**src/logic/tfm_pkg.sv**
```systemverilog
package tfm_pkg;
    // Bus address: fixed upper bits plus two strap bits
    localparam logic [4:0] ADDR_UPPER  = 5'h0b;   // 01011
    localparam logic [1:0] STRAP_GND   = 2'h0;
    localparam logic [1:0] STRAP_OPEN  = 2'h2;
    localparam logic [1:0] STRAP_VCC   = 2'h1;
    localparam logic [6:0] ARA_ADDR    = 7'h0c;   // Alert response address
    // Register indices
    localparam logic [7:0] IDX_CONFIG  = 8'h00;
    localparam logic [7:0] IDX_STATUS  = 8'h02;
    localparam logic [7:0] IDX_FANDIV  = 8'h03;
    localparam logic [7:0] IDX_TLOCAL  = 8'h0a;
    localparam logic [7:0] IDX_TREMOTE = 8'h0b;
    localparam logic [7:0] IDX_FANCNT  = 8'h08;
    localparam logic [7:0] IDX_LLOCAL  = 8'h14;
    localparam logic [7:0] IDX_LREMOTE = 8'h15;
    localparam logic [7:0] IDX_LFAN    = 8'h10;
    localparam logic [7:0] PTR_RESET   = 8'h00;
    localparam logic [7:0] CONFIG_RST  = 8'h01;
    localparam logic [7:0] LIMIT_RST   = 8'hff;
    // Status bit positions
    localparam int ST_LOCAL  = 0;
    localparam int ST_REMOTE = 1;
    localparam int ST_FAN    = 2;
    // Count tick: 153 ticks per tach period at 4400 RPM and divisor 1,
    // taking one tach edge per revolution
    localparam int unsigned CLK_MHZ        = 250;
    localparam int unsigned NOM_RPM        = 4400;
    localparam int unsigned NOM_COUNT      = 153;
    localparam int unsigned US_PER_MIN     = 60000000;
    localparam int unsigned TICK_CYCLES    = CLK_MHZ
                                             * (US_PER_MIN / NOM_RPM)
                                             / NOM_COUNT;
    localparam logic [7:0]  FAN_COUNT_MAX  = 8'hff;
endpackage : tfm_pkg

```
**src/logic/tfm_regs.sv**
```systemverilog
`timescale 1ns/1ps
// Functional notes
// - All configuration except the strap-set address arrives only through the two-wire bus slave.
// - First byte of a write loads the register-index pointer.
// - Pointer selects which internal register a data access reaches.
// - Status holds one violation flag per limit comparison.
// - Each measurement sits in a value register beside a writable limit.
// - Fan count is 8 bits, prescaled by divisor 1, 2, 4 or 8.
// - Alert response address returns this device's address to the host.
// - Address is 01011 plus two strap bits caught once after reset.
// - Write carries one or two bytes, read one; read uses pointer.
module tfm_regs
    import tfm_pkg::*;
(
    input  wire logic       clk,
    input  wire logic       reset_n,
    input  wire logic       sclIn,
    input  wire logic       sdaIn,
    output logic            sdaOut,
    output logic            sdaOe,
    input  wire logic [1:0] strapLevel,
    input  wire logic       tachIn,
    input  wire logic [7:0] tempLocal,
    input  wire logic [7:0] tempRemote,
    input  wire logic       alertSrc,
    output logic            alertOut,
    output logic            alertOe,
    output logic [7:0]      config_
);
    typedef enum {S_IDLE, S_ADDR, S_ACK, S_WDATA, S_RDATA, S_RACK,
                  S_SKIP} tfm_state_e;

    // Synchronised pins
    logic sclS, sdaS, tachS;
    tfm_sync uSyncScl  (.clk(clk), .reset_n(reset_n), .din(sclIn),
                        .dout(sclS));
    tfm_sync uSyncSda  (.clk(clk), .reset_n(reset_n), .din(sdaIn),
                        .dout(sdaS));
    tfm_sync uSyncTach (.clk(clk), .reset_n(reset_n), .din(tachIn),
                        .dout(tachS));

    tfm_state_e state, next_state;
    logic       sclD, sdaD;
    logic [7:0] shift, next_shift;
    logic [3:0] bitCnt, next_bitCnt;
    logic       rnw, next_rnw;
    logic       isAra, next_isAra;
    logic       firstByte, next_firstByte;
    logic [7:0] pointer, next_pointer;
    logic [7:0] next_config;
    logic [7:0] limLocal, next_limLocal;
    logic [7:0] limRemote, next_limRemote;
    logic [7:0] limFan, next_limFan;
    logic [7:0] fanDiv, next_fanDiv;
    logic [7:0] status, next_status;
    logic [7:0] fanCount, next_fanCount;
    logic [7:0] tachAcc, next_tachAcc;
    logic [31:0] gateCnt, next_gateCnt;
    logic [3:0] prescale, next_prescale;
    logic       tachD;
    logic [6:0] myAddr, next_myAddr;
    logic       strapDone, next_strapDone;
    logic       next_sdaOut, next_sdaOe;
    logic       next_alertOut, next_alertOe;
    logic       statusRead;

    // Strap level decode; an unknown code behaves as ground
    function automatic logic [1:0] strap_bits(input logic [1:0] lvl);
        case (lvl)
            STRAP_OPEN: strap_bits = STRAP_OPEN;
            STRAP_VCC:  strap_bits = STRAP_VCC;
            default:    strap_bits = STRAP_GND;
        endcase
    endfunction : strap_bits

    // Read mux selected by the pointer
    function automatic logic [7:0] read_sel(input logic [7:0] idx);
        case (idx)
            IDX_CONFIG:  read_sel = config_;
            IDX_STATUS:  read_sel = status;
            IDX_FANDIV:  read_sel = fanDiv;
            IDX_TLOCAL:  read_sel = tempLocal;
            IDX_TREMOTE: read_sel = tempRemote;
            IDX_FANCNT:  read_sel = fanCount;
            IDX_LLOCAL:  read_sel = limLocal;
            IDX_LREMOTE: read_sel = limRemote;
            IDX_LFAN:    read_sel = limFan;
            default:     read_sel = 8'h00;
        endcase
    endfunction : read_sel

    wire sclRise = sclS & ~sclD;
    wire sclFall = ~sclS & sclD;
    wire startC  = sclS & sclD & sdaD & ~sdaS;
    wire stopC   = sclS & sclD & ~sdaD & sdaS;

    // Bus protocol engine and register writes
    always_comb begin
        next_state     = state;
        next_shift     = shift;
        next_bitCnt    = bitCnt;
        next_rnw       = rnw;
        next_isAra     = isAra;
        next_firstByte = firstByte;
        next_pointer   = pointer;
        next_config    = config_;
        next_limLocal  = limLocal;
        next_limRemote = limRemote;
        next_limFan    = limFan;
        next_fanDiv    = fanDiv;
        next_sdaOut    = 1'b0;
        next_sdaOe     = sdaOe;
        statusRead     = 1'b0;
        if (startC) begin
            next_state  = S_ADDR;
            next_bitCnt = 4'h0;
            next_sdaOe  = 1'b0;
        end else if (stopC) begin
            next_state = S_IDLE;
            next_sdaOe = 1'b0;
        end else begin
            case (state)
                S_ADDR, S_WDATA: if (sclRise) begin
                    next_shift  = {shift[6:0], sdaS};
                    next_bitCnt = bitCnt + 4'h1;
                end else if (sclFall && bitCnt == 4'h8) begin
                    next_bitCnt = 4'h0;
                    if (state == S_ADDR) begin
                        next_rnw   = shift[0];
                        next_isAra = (shift[7:1] == ARA_ADDR)
                                     && shift[0] && alertSrc;
                        if ((shift[7:1] == myAddr) || next_isAra) begin
                            next_sdaOe     = 1'b1;     // Acknowledge
                            next_state     = S_ACK;
                            next_firstByte = 1'b1;
                        end else begin
                            next_state = S_SKIP;
                        end
                    end else if (firstByte) begin
                        next_pointer   = shift;
                        next_firstByte = 1'b0;
                        next_sdaOe     = 1'b1;
                        next_state     = S_ACK;
                    end else begin
                        // Second byte goes where the pointer says
                        case (pointer)
                            IDX_CONFIG:  next_config    = shift;
                            IDX_FANDIV:  next_fanDiv    = shift;
                            IDX_LLOCAL:  next_limLocal  = shift;
                            IDX_LREMOTE: next_limRemote = shift;
                            IDX_LFAN:    next_limFan    = shift;
                            default:     next_config    = config_;
                        endcase
                        // Further bytes are not acknowledged
                        next_state = S_SKIP;
                        next_sdaOe = 1'b1;
                        next_firstByte = 1'b1;
                    end
                end
                S_ACK: if (sclFall) begin
                    next_sdaOe = 1'b0;
                    if (next_firstByte && state == S_ACK && rnw) begin
                        // Read: ARA returns our address, else pointer data
                        next_shift  = isAra ? {myAddr, 1'b0}
                                            : read_sel(pointer);
                        if (!isAra && pointer == IDX_STATUS)
                            statusRead = 1'b1;
                        next_sdaOe  = ~next_shift[7];
                        next_bitCnt = 4'h1;
                        next_state  = S_RDATA;
                    end else begin
                        next_state = S_WDATA;
                    end
                end
                S_RDATA: if (sclFall) begin
                    if (bitCnt == 4'h8) begin
                        next_sdaOe = 1'b0;
                        next_state = S_RACK;
                    end else begin
                        next_shift  = {shift[6:0], 1'b0};
                        next_sdaOe  = ~shift[6];
                        next_bitCnt = bitCnt + 4'h1;
                    end
                end
                S_RACK: if (sclFall) begin
                    next_state = S_SKIP;       // One read byte only
                end
                S_SKIP: if (sclFall) begin
                    next_sdaOe = 1'b0;         // Release any extra ack
                end
                default: next_state = S_IDLE;
            endcase
        end
    end

    // Tach: prescaled ticks per tach period, so a slow fan reads high and a
    // larger divisor reads low; a stalled fan saturates at full scale
    always_comb begin
        next_gateCnt  = gateCnt + 32'h1;
        next_tachAcc  = tachAcc;
        next_prescale = prescale;
        next_fanCount = fanCount;
        if (gateCnt >= TICK_CYCLES - 1) begin
            next_gateCnt = 32'h0;
            if (prescale >= ((4'h1 << fanDiv[1:0]) - 4'h1)) begin
                next_prescale = 4'h0;
                if (tachAcc != FAN_COUNT_MAX)
                    next_tachAcc = tachAcc + 8'h1;
            end else begin
                next_prescale = prescale + 4'h1;
            end
        end
        if (tachS & ~tachD) begin
            next_fanCount = tachAcc;
            next_tachAcc  = 8'h00;
            next_prescale = 4'h0;
            next_gateCnt  = 32'h0;
        end else if (tachAcc == FAN_COUNT_MAX) begin
            next_fanCount = FAN_COUNT_MAX;                   // Stalled
        end
    end

    // Limit comparisons; set wins over clear-on-read
    always_comb begin
        next_status = statusRead ? 8'h00 : status;
        if (tempLocal > limLocal)   next_status[ST_LOCAL]  = 1'b1;
        if (tempRemote > limRemote) next_status[ST_REMOTE] = 1'b1;
        if (fanCount > limFan)      next_status[ST_FAN]    = 1'b1;  // Slow
        next_alertOe  = |status;       // Drive alert low on violation
        next_alertOut = 1'b0;
        next_strapDone = 1'b1;
        next_myAddr    = strapDone ? myAddr
                                   : {ADDR_UPPER, strap_bits(strapLevel)};
    end

    always_ff @(posedge clk) begin
        if (!reset_n) begin
            state     <= S_IDLE;
            sclD      <= 1'b1;
            sdaD      <= 1'b1;
            tachD     <= 1'b1;
            shift     <= 8'h00;
            bitCnt    <= 4'h0;
            rnw       <= 1'b0;
            isAra     <= 1'b0;
            firstByte <= 1'b1;
            pointer   <= PTR_RESET;
            config_   <= CONFIG_RST;
            limLocal  <= LIMIT_RST;
            limRemote <= LIMIT_RST;
            limFan    <= LIMIT_RST;
            fanDiv    <= 8'h00;
            status    <= 8'h00;
            fanCount  <= FAN_COUNT_MAX;
            tachAcc   <= 8'h00;
            gateCnt   <= 32'h0;
            prescale  <= 4'h0;
            myAddr    <= {ADDR_UPPER, STRAP_GND};
            strapDone <= 1'b0;
            sdaOut    <= 1'b0;
            sdaOe     <= 1'b0;
            alertOut  <= 1'b0;
            alertOe   <= 1'b0;
        end else begin
            state     <= next_state;
            sclD      <= sclS;
            sdaD      <= sdaS;
            tachD     <= tachS;
            shift     <= next_shift;
            bitCnt    <= next_bitCnt;
            rnw       <= next_rnw;
            isAra     <= next_isAra;
            firstByte <= next_firstByte;
            pointer   <= next_pointer;
            config_   <= next_config;
            limLocal  <= next_limLocal;
            limRemote <= next_limRemote;
            limFan    <= next_limFan;
            fanDiv    <= next_fanDiv;
            status    <= next_status;
            fanCount  <= next_fanCount;
            tachAcc   <= next_tachAcc;
            gateCnt   <= next_gateCnt;
            prescale  <= next_prescale;
            myAddr    <= next_myAddr;
            strapDone <= next_strapDone;
            sdaOut    <= next_sdaOut;
            sdaOe     <= next_sdaOe;
            alertOut  <= next_alertOut;
            alertOe   <= next_alertOe;
        end
    end
endmodule : tfm_regs

```
**src/logic/tfm_sync.sv**
```systemverilog
`timescale 1ns/1ps
// Three-stage synchroniser; output changes once stages two and three agree
module tfm_sync (
    input  wire logic clk,
    input  wire logic reset_n,
    input  wire logic din,
    output logic      dout
);
    logic [2:0] stage;
    logic [2:0] next_stage;
    logic       next_dout;

    // Shift and filter
    always_comb begin
        next_stage = {stage[1:0], din};
        next_dout  = (stage[2] == stage[1]) ? stage[2] : dout;
    end

    always_ff @(posedge clk) begin
        if (!reset_n) begin
            stage <= 3'h7;
            dout  <= 1'b1;
        end else begin
            stage <= next_stage;
            dout  <= next_dout;
        end
    end
endmodule : tfm_sync

```
**config.mk**
```make
export PLATFORM = sky130hd
export DESIGN_NAME = tfm_regs
export DESIGN_NICKNAME = d
export VERILOG_FILES = /design/src/logic/tfm_pkg.sv /design/src/logic/tfm_regs.sv /design/src/logic/tfm_sync.sv
export SDC_FILE = /design/constraint.sdc
export NUM_CORES = 1
export LEC_CHECK = 0
export BUFFER_PORTS_ARGS = -buffer_cell sky130_fd_sc_hd__buf_2
export CAP_MARGIN = 20
export CORE_UTILIZATION = 32
export CTS_CLUSTER_SIZE = 10
export DETAILED_ROUTE_END_ITERATION = 12
export HOLD_SLACK_MARGIN = 0.12
export PLACE_DENSITY = 0.51
export RECOVER_POWER = 50
export SETUP_SLACK_MARGIN = 0.5
export SYNTH_ARGS = -nofsm -noshare
export SYNTH_HDL_FRONTEND = slang
export SYNTH_SLANG_ARGS = --single-unit
```
**constraint.sdc**
```tcl
create_clock -name clk -period 6.19 [get_ports clk]
set_input_delay 0.3095 -clock clk [delete_from_list [all_inputs] [get_ports clk]]
set_output_delay 0.3095 -clock clk [all_outputs]
set_load 0.01 [all_outputs]
```
==> impl_metrics.py, run 1 <==
metrics = {
    "timing": {
        "finalSetupViolCount": 0,
        "grt_setup_unrepaired": "no",
        "fin_crit_ps": 4047,
        "worst_clock_skew_ps": 5.562,
        "fmax_mhz": 247.1,
        "timing.setup.tns_ps": 0,
        "tightest_slew_ps": 2085,
        "drv_slew": 48,
        "slew_headroom": -0.3897,
        "fin_crit_sh": 0.6538,
        "hold_viol": 0,
        "layout_setup_ws_ps": 2143,
    },
    "finish": {
        "filler_cell_count": 2256,
        "layout-drive-gt1-share": 0.09988,
        "ff_latch_area_um2": 2823,
        "regMostFlops": "gateCnt",
        "largest_reg_flops": 32,
        "final_nets": 886,
        "num_antenna_cells": 0,
        "syn_to_final_growth_pct": 14.18,
        "multiInputGateArea_um2": 3846,
    },
    "clocking": {
        "cts-htree-levels": 4,
        "post_cts_buffers": 0,
        "cts_sinks": 141,
        "clk_latency_ps": 420,
        "cts_resized": 0,
        "cts_buffer_depth": 2,
        "root_buffer": "clkbuf_16",
        "cts.clk_slew.worst_paths_ps": 60,
        "cts_buffers": 17,
        "cts_tree": "built",
    },
    "die": {
        "die_w_um": 149.8,
        "die_area_um2": 22440,
        "pin_count": 36,
        "die_h_um": 149.8,
        "start_util": 0.3294,
        "row_count": 53,
        "coreArea_um2": 21220,
    },
    "logic_synthesis": {
        "synth_top_area_cell": "dfxtp_1",
        "synth_common_cells": "dfxtp_1 (141), nand2_1 (80), nor2_1 (68)",
        "synth-async-reset-ratio": 0,
        "netlist_area_um2": 6989,
        "synth-edff-count": 0,
        "synth_area_leaders": "dfxtp_1 (40%), ha_1 (5.9%), mux2i_1 (5.4%)",
        "synthDistinctLibCells": 77,
        "yosys.cell_count.top_type": "dfxtp_1",
        "syn_area_per_cell_um2": 8.737,
        "ys_ff_latch": 141,
        "yosys_warnings": 0,
        "synth-main-ff-cell": "dfxtp_1",
        "seq_area_frac_synth": 0.4039,
        "synth_top_area_share": 0.4039,
        "synth_cells": 800,
    },
    "routing": {
        "dr.pass1.iters": 5,
        "drtIter0Drc": 358,
        "drc_errors": 0,
        "vias_per_cell": 5.097,
        "wirelength_mm": 17.82,
        "postRouteAntennaNets": 0,
        "wl_per_cell_um": 15.96,
        "vias": 5688,
    },
    "global_route": {
        "antenna_found_initial": 0,
        "grt_pass1_vias": 5381,
        "gr-total-overflow": 0,
        "grt_usage": 0.1683,
        "busiest_layer": "met2",
        "gr-usage-met1": 0.2386,
        "globalRouteMet2Util": 0.2516,
        "grt_pass1_wl_mm": 29.10,
        "grt_max_degree": 48,
        "met3_usage": 0.03902,
    },
    "critical_path": {
        "required_ps": 6550,
        "cp-start-kind": "primary input",
        "arrival_ps": 4410,
        "end_kind": "flop",
        "crit_fanout": 47,
        "crit_type": "primary input to flop",
    },
    "pwr": {
        "leakage_uw": 0.003306,
        "vdd_drop_max_mv": 0.1643,
        "cellPowerDensity_nw_per_um2": 274.2,
    },
    "placed_design": {
        "place_congestion": 0.8639,
        "pre_cts_ws_ps": 3596,
        "io_buffer_count": 33,
        "dpl.hpwl_mm": 12.56,
    },
    "job": {
        "drv_cap": 1,
    },
    "outcome": {
        "outcome": "finished with violations",
        "violations": "max-capacitance violations, max-slew violations",
    },
    "hold_path": {
        "hold_path.class": "primary input to flop",
    },
}
-- worst paths after layout --
check / start / endpoint / slack [ps] / cells past startpoint
worst max-delay path: reset_n / tachAcc[4] / 2140 / 5
worst min-delay path: strapLevel[1] / myAddr[1] / 150 / 3
worst max register to register: state[0] / config_[0] / 3230 / 6
worst min register to register: uSyncScl.stage[0] / uSyncScl.stage[1] / 410 / 1
-- per-stage QoR --
stage               cell area (um^2)  hold WS (ps)  total power (uW)  cells    util
floorplan                       7057         337.2              1089    818       -
global placement                7368         390.4              1140   1082  0.3472
detailed placement              7368         400.3              1140   1082  0.3472
CTS                             8011         137.2              2217   1116  0.3775
global route                    7980         156.3              2273   1116  0.3761
finish                          7980         151.9              2188   1116  0.3761
-- routing by layer --
| metal | routed length, um | up-vias |
|---|---|---|
| li1 | - | 2881 |
| met5 | 0 | - |
| met4 | 190 | 0 |
| met1 | 9020 | 2670 |
| met3 | 900 | 14 |
| met2 | 7705 | 123 |
-- cell type report --
class | instances | area share
clock inverter | 12 | 0.02132
sequential | 141 | 0.3537
inverter | 41 | 0.01929
multi-input combinational | 589 | 0.4820
timing repair buffer | 39 | 0.02509
clock buffer | 19 | 0.05550
tap | 275 | 0.04312
-- critical path, stage by stage --
cell      delay (ps)
clkbuf_1         990
clkbuf_1        1560
nand2_1          760
or4_1            680
nand2_1           70
-- layout by cell type, fill, tap and decap left out, types with 5 or more instances in the layout --
cell type  instances
a22oi_1            8
a211oi_1           6
o21ai_1            8
mux2i_1           38
mux2_2             9
clkbuf_1          13
nand3_1           45
nor2_1            69
o22ai_1           15
conb_1            19
nand2b_1          21
a21o_1             7
ha_1              33
nor4_1             5
clkbuf_16         17
clkinv_2           5
o211ai_1          14
nor2b_1            8
o21ai_0           38
nand4_1           10
nor3_1             9
a31oi_1            9
a21oi_1           39
buf_2             22
dfxtp_1          141
inv_1             41
xnor2_1            9
and3_1            12
xor2_1             8
nand2_1           80
-- repair_timing --
action                                  in CTS  in global routing
endpoints found under the setup margin       0                  0
endpoints found under the hold margin        3                  0
hold buffers                                 3                  0
-- cells by family (layout without fill, tap and decap cells) --
logic type	Yosys count	after routing	synth area share
xor gates and xnor gates	17	17	0.02130
AOI/OAI and AO/OA	174	174	0.1588
other	1	19	0.0005365
muxes	50	50	0.07859
and+or+nand+nor	296	296	0.2243
adders and majority gates	33	33	0.05908
buffers and inverters	88	111	0.05353
DFF	141	141	0.4039
-- report_power, final --
part | total, uW | switching, uW | internal [uW]
Sequential | 972 | 42.9 | 929
Clock | 1070 | 389 | 680
Combinational | 147 | 88.8 | 58.0
No activity file was read; power rests on OpenSTA's default activity.
==> run 2, diff against run 1 <==
--- a/config.mk
+++ b/config.mk
@@ -11,7 +11,7 @@
 export CTS_CLUSTER_SIZE = 10
 export DETAILED_ROUTE_END_ITERATION = 12
 export HOLD_SLACK_MARGIN = 0.12
-export PLACE_DENSITY = 0.51
+export PLACE_DENSITY = 0.53
 export RECOVER_POWER = 50
 export SETUP_SLACK_MARGIN = 0.5
 export SYNTH_ARGS = -nofsm -noshare
==> constraint.sdc (replaced) <==
create_clock -name clk -period 3.7 [get_ports clk]
set_input_delay 0.185 -clock clk [delete_from_list [all_inputs] [get_ports clk]]
set_output_delay 0.185 -clock clk [all_outputs]
set_load 0.01 [all_outputs]
==> run 2 against run 1 <==
Compared with the run above: via count grew 0.25%; sequential share of layout area fell by 0.15 points; clock skew up 2.4 ps; flip-flop and latch count is the same; die area is the same; the run still ends with max-capacitance violations, max-slew violations left; routed wire length down 0.19%; total power is 67% higher; worst setup slack got worse by 1400 ps; hold slack better by 30 ps; first-iteration DRC count increased by 11%; cell area grew 0.42%.
==> impl_metrics.py, run 2 (same netlist as run 1, synthesis figures left out) <==
metrics = {
    "outcome": {
        "outcome": "finished with violations",
        "violations": "max-capacitance violations, max-slew violations",
    },
    "timing": {
        "grt_setup_unrepaired": "no",
        "slew_headroom": -0.04665,
        "hold_ws_ps": 182.0,
        "tightest_slew_ps": 1570,
        "timing.setup.tns_ps": 0,
        "fmax_mhz": 341.5,
        "hold_viol": 0,
        "layout_setup_ws_ps": 771.4,
        "finalSetupViolCount": 0,
        "drv_slew": 37,
        "fin_crit_sh": 0.7915,
        "worst_clock_skew_ps": 7.922,
        "fin_crit_ps": 2929,
    },
    "routing": {
        "wl_per_cell_um": 15.85,
        "dr.pass1.iters": 5,
        "vias_per_cell": 5.082,
        "vias": 5702,
        "drt-met1-wl_mm": 8.887,
        "postRouteAntennaNets": 0,
        "wirelength_mm": 17.78,
        "wl_met2_mm": 7.619,
        "drtIter0Drc": 399,
        "highest_layer": "met4",
        "dr_wl_met3_um": 921,
        "drc_errors": 0,
    },
    "finish": {
        "final_nets": 891,
        "regMostFlops": "gateCnt",
        "final_common_cell": "dfxtp_1",
        "largest_reg_flops": 32,
        "syn_to_final_growth_pct": 14.66,
        "num_antenna_cells": 0,
        "final_cell_mix": "dfxtp_1 (141), nand2_1 (81), nor2_1 (69), nand3_1 (45), inv_1 (41)",
        "multiInputGateArea_um2": 3837,
        "layout-drive-gt1-share": 0.09799,
        "fin_area_um2": 8014,
        "filler_cell_count": 2206,
        "ff_latch_area_um2": 2823,
    },
    "pwr": {
        "power.internal_uw": 2796,
        "pwr-share-comb": 0.068,
        "vdd_drop_max_mv": 0.2936,
        "p_clk_frac": 0.489,
        "cellPowerDensity_nw_per_um2": 457.2,
        "switchingPower_uw": 867.8,
        "p_sw_frac": 0.2369,
        "leakage_uw": 0.003313,
        "pwr-share-seq": 0.443,
    },
    "global_route": {
        "grt_pass1_wl_mm": 28.90,
        "grt_pass1_vias": 5365,
        "grt_max_degree": 37,
        "grt_usage": 0.1674,
        "antenna_found_initial": 0,
        "gr-total-overflow": 0,
    },
    "clocking": {
        "cts_tree": "built",
        "clk_latency_ps": 420,
        "cts_buffer_depth": 2,
        "cts.clk_slew.worst_paths_ps": 60,
        "root_buffer": "clkbuf_16",
        "holdBufCountCts": 5,
        "cts_buffers": 17,
        "cts-htree-levels": 4,
        "cts_resized": 0,
        "post_cts_buffers": 0,
        "cts_sinks": 141,
    },
    "die": {
        "start_util": 0.3294,
        "row_count": 53,
        "coreArea_um2": 21220,
        "die_w_um": 149.8,
        "pin_count": 36,
        "die_area_um2": 22440,
        "die_h_um": 149.8,
    },
    "critical_path": {
        "crit_fanout": 15,
        "r2r_setup_slack_ps": 770,
        "worstPathCellList": "inv_1 > nor3_1 > nor3_2 > nand4_1 > mux2i_1 > nand2_1",
        "cp-start-kind": "flop",
        "critPathMaxStageDelay_ps": 840,
        "reg2reg_from": "state[0]",
        "critPathSlowestCell": "nor3_1",
        "crit_type": "flop to flop",
        "required_ps": 3960,
        "critPathLaunch": "state[0]",
        "arrival_ps": 3190,
        "end_kind": "flop",
    },
    "job": {
        "drv_cap": 1,
    },
    "placed_design": {
        "dpl.hpwl_mm": 12.82,
        "place_area_um2": 7391,
        "io_buffer_count": 33,
        "place_congestion": 0.8623,
        "pre_cts_ws_ps": 1170,
    },
    "hold_path": {
        "min_from": "strapLevel[0]",
        "hold_path.class": "primary input to flop",
    },
}
## run 2: cell types whose count changed in the layout (fill, tap and decap cells not counted)
cell and delta:
clkbuf_1 +3, buf_4 +2, clkinv_2 -2, clkinvlp_4 +2, dlygate4sd3_1 +2, a21boi_0 -1
a21boi_1 +1, and2_0 +1, and2_1 -1, clkinv_4 -1, nand2_1 +1, nand2_2 -1
nor4_1 +1, nor4_2 -1
## run 2: per-stage QoR
stage | std cells | power, uW | utilization
2_1_floorplan | 818 | 1821 | -
3_3_place_gp | 1085 | 1907 | 0.3483
3_5_place_dp | 1085 | 1906 | 0.3483
4_1_cts | 1122 | 3718 | 0.3797
5_1_grt | 1122 | 3812 | 0.3777
6_report | 1122 | 3664 | 0.3777
## run 2: cell type report
cell class / count / area share
Inverter: 41 / 0.01920
Tap cell: 275 / 0.04294
Clock buffer: 21 / 0.05621
Multi-Input combinational cell: 589 / 0.4788
Sequential cell: 141 / 0.3522
Clock inverter: 11 / 0.02077
Timing Repair Buffer: 44 / 0.02982
## run 2: routing by layer
layer,vias to the layer above,global-route usage
met1,2649,0.2320
li1,2892,-
met4,0,0.06263
met5,-,0
met2,136,0.2468
met3,25,0.04421
## run 2: path summary, 6_finish.rpt
check | to | cells after the start
max | config_[0] | 6
min | myAddr[0] | 4
max reg2reg | config_[0] | 6
min reg2reg | uSyncScl.stage[1] | 1
## run 2: critical path: cells and delay by family, from the launching register on
family / cells / cell delay, ps
AND/OR/NAND/NOR: 4 / 1600
flip-flops: 1 / 640
multiplexers: 1 / 240
buffers and inverters: 1 / 280
## run 2: power groups by stage
stage	Clock, uW	Combinational (uW)	Sequential, uW
6_report	1790	248	1620
5_1_grt	1900	280	1630
4_1_cts	1840	253	1630
3_5_place_dp	0	247	1660
3_3_place_gp	0	247	1660
2_1_floorplan	0	213	1610
==> run 3, diff against run 2 <==
--- a/config.mk
+++ b/config.mk
@@ -11,7 +11,7 @@
 export CTS_CLUSTER_SIZE = 10
 export DETAILED_ROUTE_END_ITERATION = 12
 export HOLD_SLACK_MARGIN = 0.12
-export PLACE_DENSITY = 0.53
+export PLACE_DENSITY = 0.51
 export RECOVER_POWER = 50
 export SETUP_SLACK_MARGIN = 0.5
 export SYNTH_ARGS = -nofsm -noshare
==> constraint.sdc (replaced) <==
create_clock -name clk -period 2.95 [get_ports clk]
set_input_delay 0.1475 -clock clk [delete_from_list [all_inputs] [get_ports clk]]
set_output_delay 0.1475 -clock clk [all_outputs]
set_load 0.01 [all_outputs]
==> run 3 against run 2 <==
Compared with the run above: the run now ends clean; sequential share of layout area fell by 0.39 points; core utilization rose by 0.42 points; first-iteration DRC count decreased by 7.5%; combinational power grew 51%; flip-flop and latch count stayed put; worst setup slack worse by 260 ps; sequential power increased by 24%; total power rose by 21%; hold slack worse by 22 ps; critical path depth shrank 2; cell count rose by 1.5%; clock power up 15%; critical endpoint is now firstByte; largest cell class unchanged.
==> impl_metrics.py, run 3 (same netlist as run 1, synthesis figures left out) <==
metrics = {
    "global_route": {
        "gr-total-overflow": 0,
        "grt_max_degree": 46,
        "grt_pass1_wl_mm": 29.28,
        "antenna_found_initial": 0,
        "grt_usage": 0.1709,
        "grt_pass1_vias": 5357,
    },
    "critical_path": {
        "end_kind": "flop",
        "required_ps": 3180,
        "crit_fanout": 45,
        "crit_type": "primary input to flop",
        "arrival_ps": 2670,
        "cp-start-kind": "primary input",
    },
    "timing": {
        "fmax_mhz": 410.1,
        "finalSetupViolCount": 0,
        "tightest_slew_ps": 1261,
        "slew_headroom": 0.1593,
        "hold_viol": 0,
        "fin_crit_sh": 0.8267,
        "timing.setup.tns_ps": 0,
        "grt_setup_unrepaired": "no",
        "worst_clock_skew_ps": 9.937,
        "drv_slew": 0,
        "fin_crit_ps": 2439,
        "layout_setup_ws_ps": 511.4,
    },
    "finish": {
        "layout-drive-gt1-share": 0.1192,
        "final_common_cell": "dfxtp_1",
        "final_nets": 908,
        "num_antenna_cells": 0,
        "syn_to_final_growth_pct": 15.95,
        "regMostFlops": "gateCnt",
        "largest_reg_flops": 32,
        "finalNonFillerCells": 1139,
        "final_cell_mix": "dfxtp_1 (141), nand2_1 (80), nor2_1 (68), nand3_1 (45), o21ai_0 (43)",
    },
    "routing": {
        "vias_per_cell": 5.073,
        "vias": 5778,
        "drc_errors": 0,
        "postRouteAntennaNets": 0,
        "wl_per_cell_um": 15.71,
        "dr.pass1.iters": 5,
        "drtIter0Drc": 369,
        "wirelength_mm": 17.89,
    },
    "clocking": {
        "cts_buffer_depth": 2,
        "post_cts_buffers": 0,
        "cts.clk_slew.worst_paths_ps": 60,
        "cts_sinks": 141,
        "root_buffer": "clkbuf_16",
        "cts_buffers": 17,
        "clk_latency_ps": 420,
        "cts-htree-levels": 4,
        "cts_tree": "built",
    },
    "pwr": {
        "vdd_drop_max_mv": 0.3516,
        "switchingPower_uw": 1103,
        "pwr-share-seq": 0.452,
        "p_sw_frac": 0.2485,
        "p_clk_frac": 0.463,
        "leakage_uw": 0.003374,
        "power.internal_uw": 3336,
        "cellPowerDensity_nw_per_um2": 547.7,
        "pwr-share-comb": 0.084,
    },
    "placed_design": {
        "pre_cts_ws_ps": 629.4,
        "io_buffer_count": 33,
        "place_congestion": 0.8461,
        "dpl.hpwl_mm": 13.01,
        "placed_cells": 1101,
    },
    "die": {
        "die_h_um": 149.8,
        "die_area_um2": 22440,
        "die_w_um": 149.8,
        "pin_count": 36,
        "row_count": 53,
        "coreArea_um2": 21220,
        "start_util": 0.3294,
    },
    "outcome": {
        "outcome": "completed",
    },
    "job": {
        "drv_cap": 0,
    },
    "hold_path": {
        "hold_path.class": "primary input to flop",
    },
}
-- run 3: worst max-delay path: stages --
cell           delay [ps]
dlygate4sd3_1         520
clkbuf_1              840
clkbuf_2              860
o311ai_0              270
-- run 3: per-layer routing --
layer	wire (um)	GRT usage	share of wire	vias to the layer above
met2	7497	0.2484	0.42	150
met5	0	0	0	-
met4	291	0.05960	0.016	0
li1	-	-	-	2926
met3	1073	0.04207	0.060	22
met1	9028	0.2432	0.50	2680
-- run 3: final timing paths --
| path | slack, ps | depth (start not counted) | start | to |
|---|---|---|---|---|
| max reg2reg | 570 | 8 | bitCnt[0] | limFan[0] |
| min | 160 | 4 | strapLevel[0] | myAddr[0] |
| max | 510 | 4 | reset_n | firstByte |
| min reg2reg | 410 | 1 | uSyncScl.stage[0] | uSyncScl.stage[1] |
-- run 3: metrics by stage --
step / power, uW / cell area, um^2 / hold slack [ps] / utilization
after floorplan: 2284 / 7057 / 175.2 / -
final: 4439 / 8104 / 160.1 / 0.3819
after detailed placement: 2419 / 7511 / 330.9 / 0.3540
after global placement: 2421 / 7511 / 331.2 / 0.3540
after global routing: 4642 / 8104 / 175.6 / 0.3819
after CTS: 4502 / 8132 / 143.5 / 0.3832
-- run 3: area by class of cell --
| class | instances | area, um^2 |
|---|---|---|
| clock buffer | 21 | 440.4 |
| clock inverter | 11 | 120.1 |
| fill | 2151 | 13120 |
| inverter | 41 | 153.9 |
| multi-input combinational | 589 | 3856 |
| sequential | 141 | 2823 |
| tap | 275 | 344.1 |
| timing repair buffer | 61 | 366.6 |
-- run 3: power groups by stage --
stage | Sequential [uW] | Clock, uW | Combinational [uW]
global placement | 2050 | 0 | 370
CTS | 2010 | 2120 | 377
global route | 2020 | 2210 | 413
detailed placement | 2050 | 0 | 368
floorplan | 2020 | 0 | 267
finish | 2010 | 2060 | 374
-- run 3: what timing repair did --
action / in CTS / in global routing
hold buffers: 6 / 0
endpoints found under the hold margin: 14 / 0
gates resized for setup: 0 / 3
endpoints found under the setup margin: 0 / 9
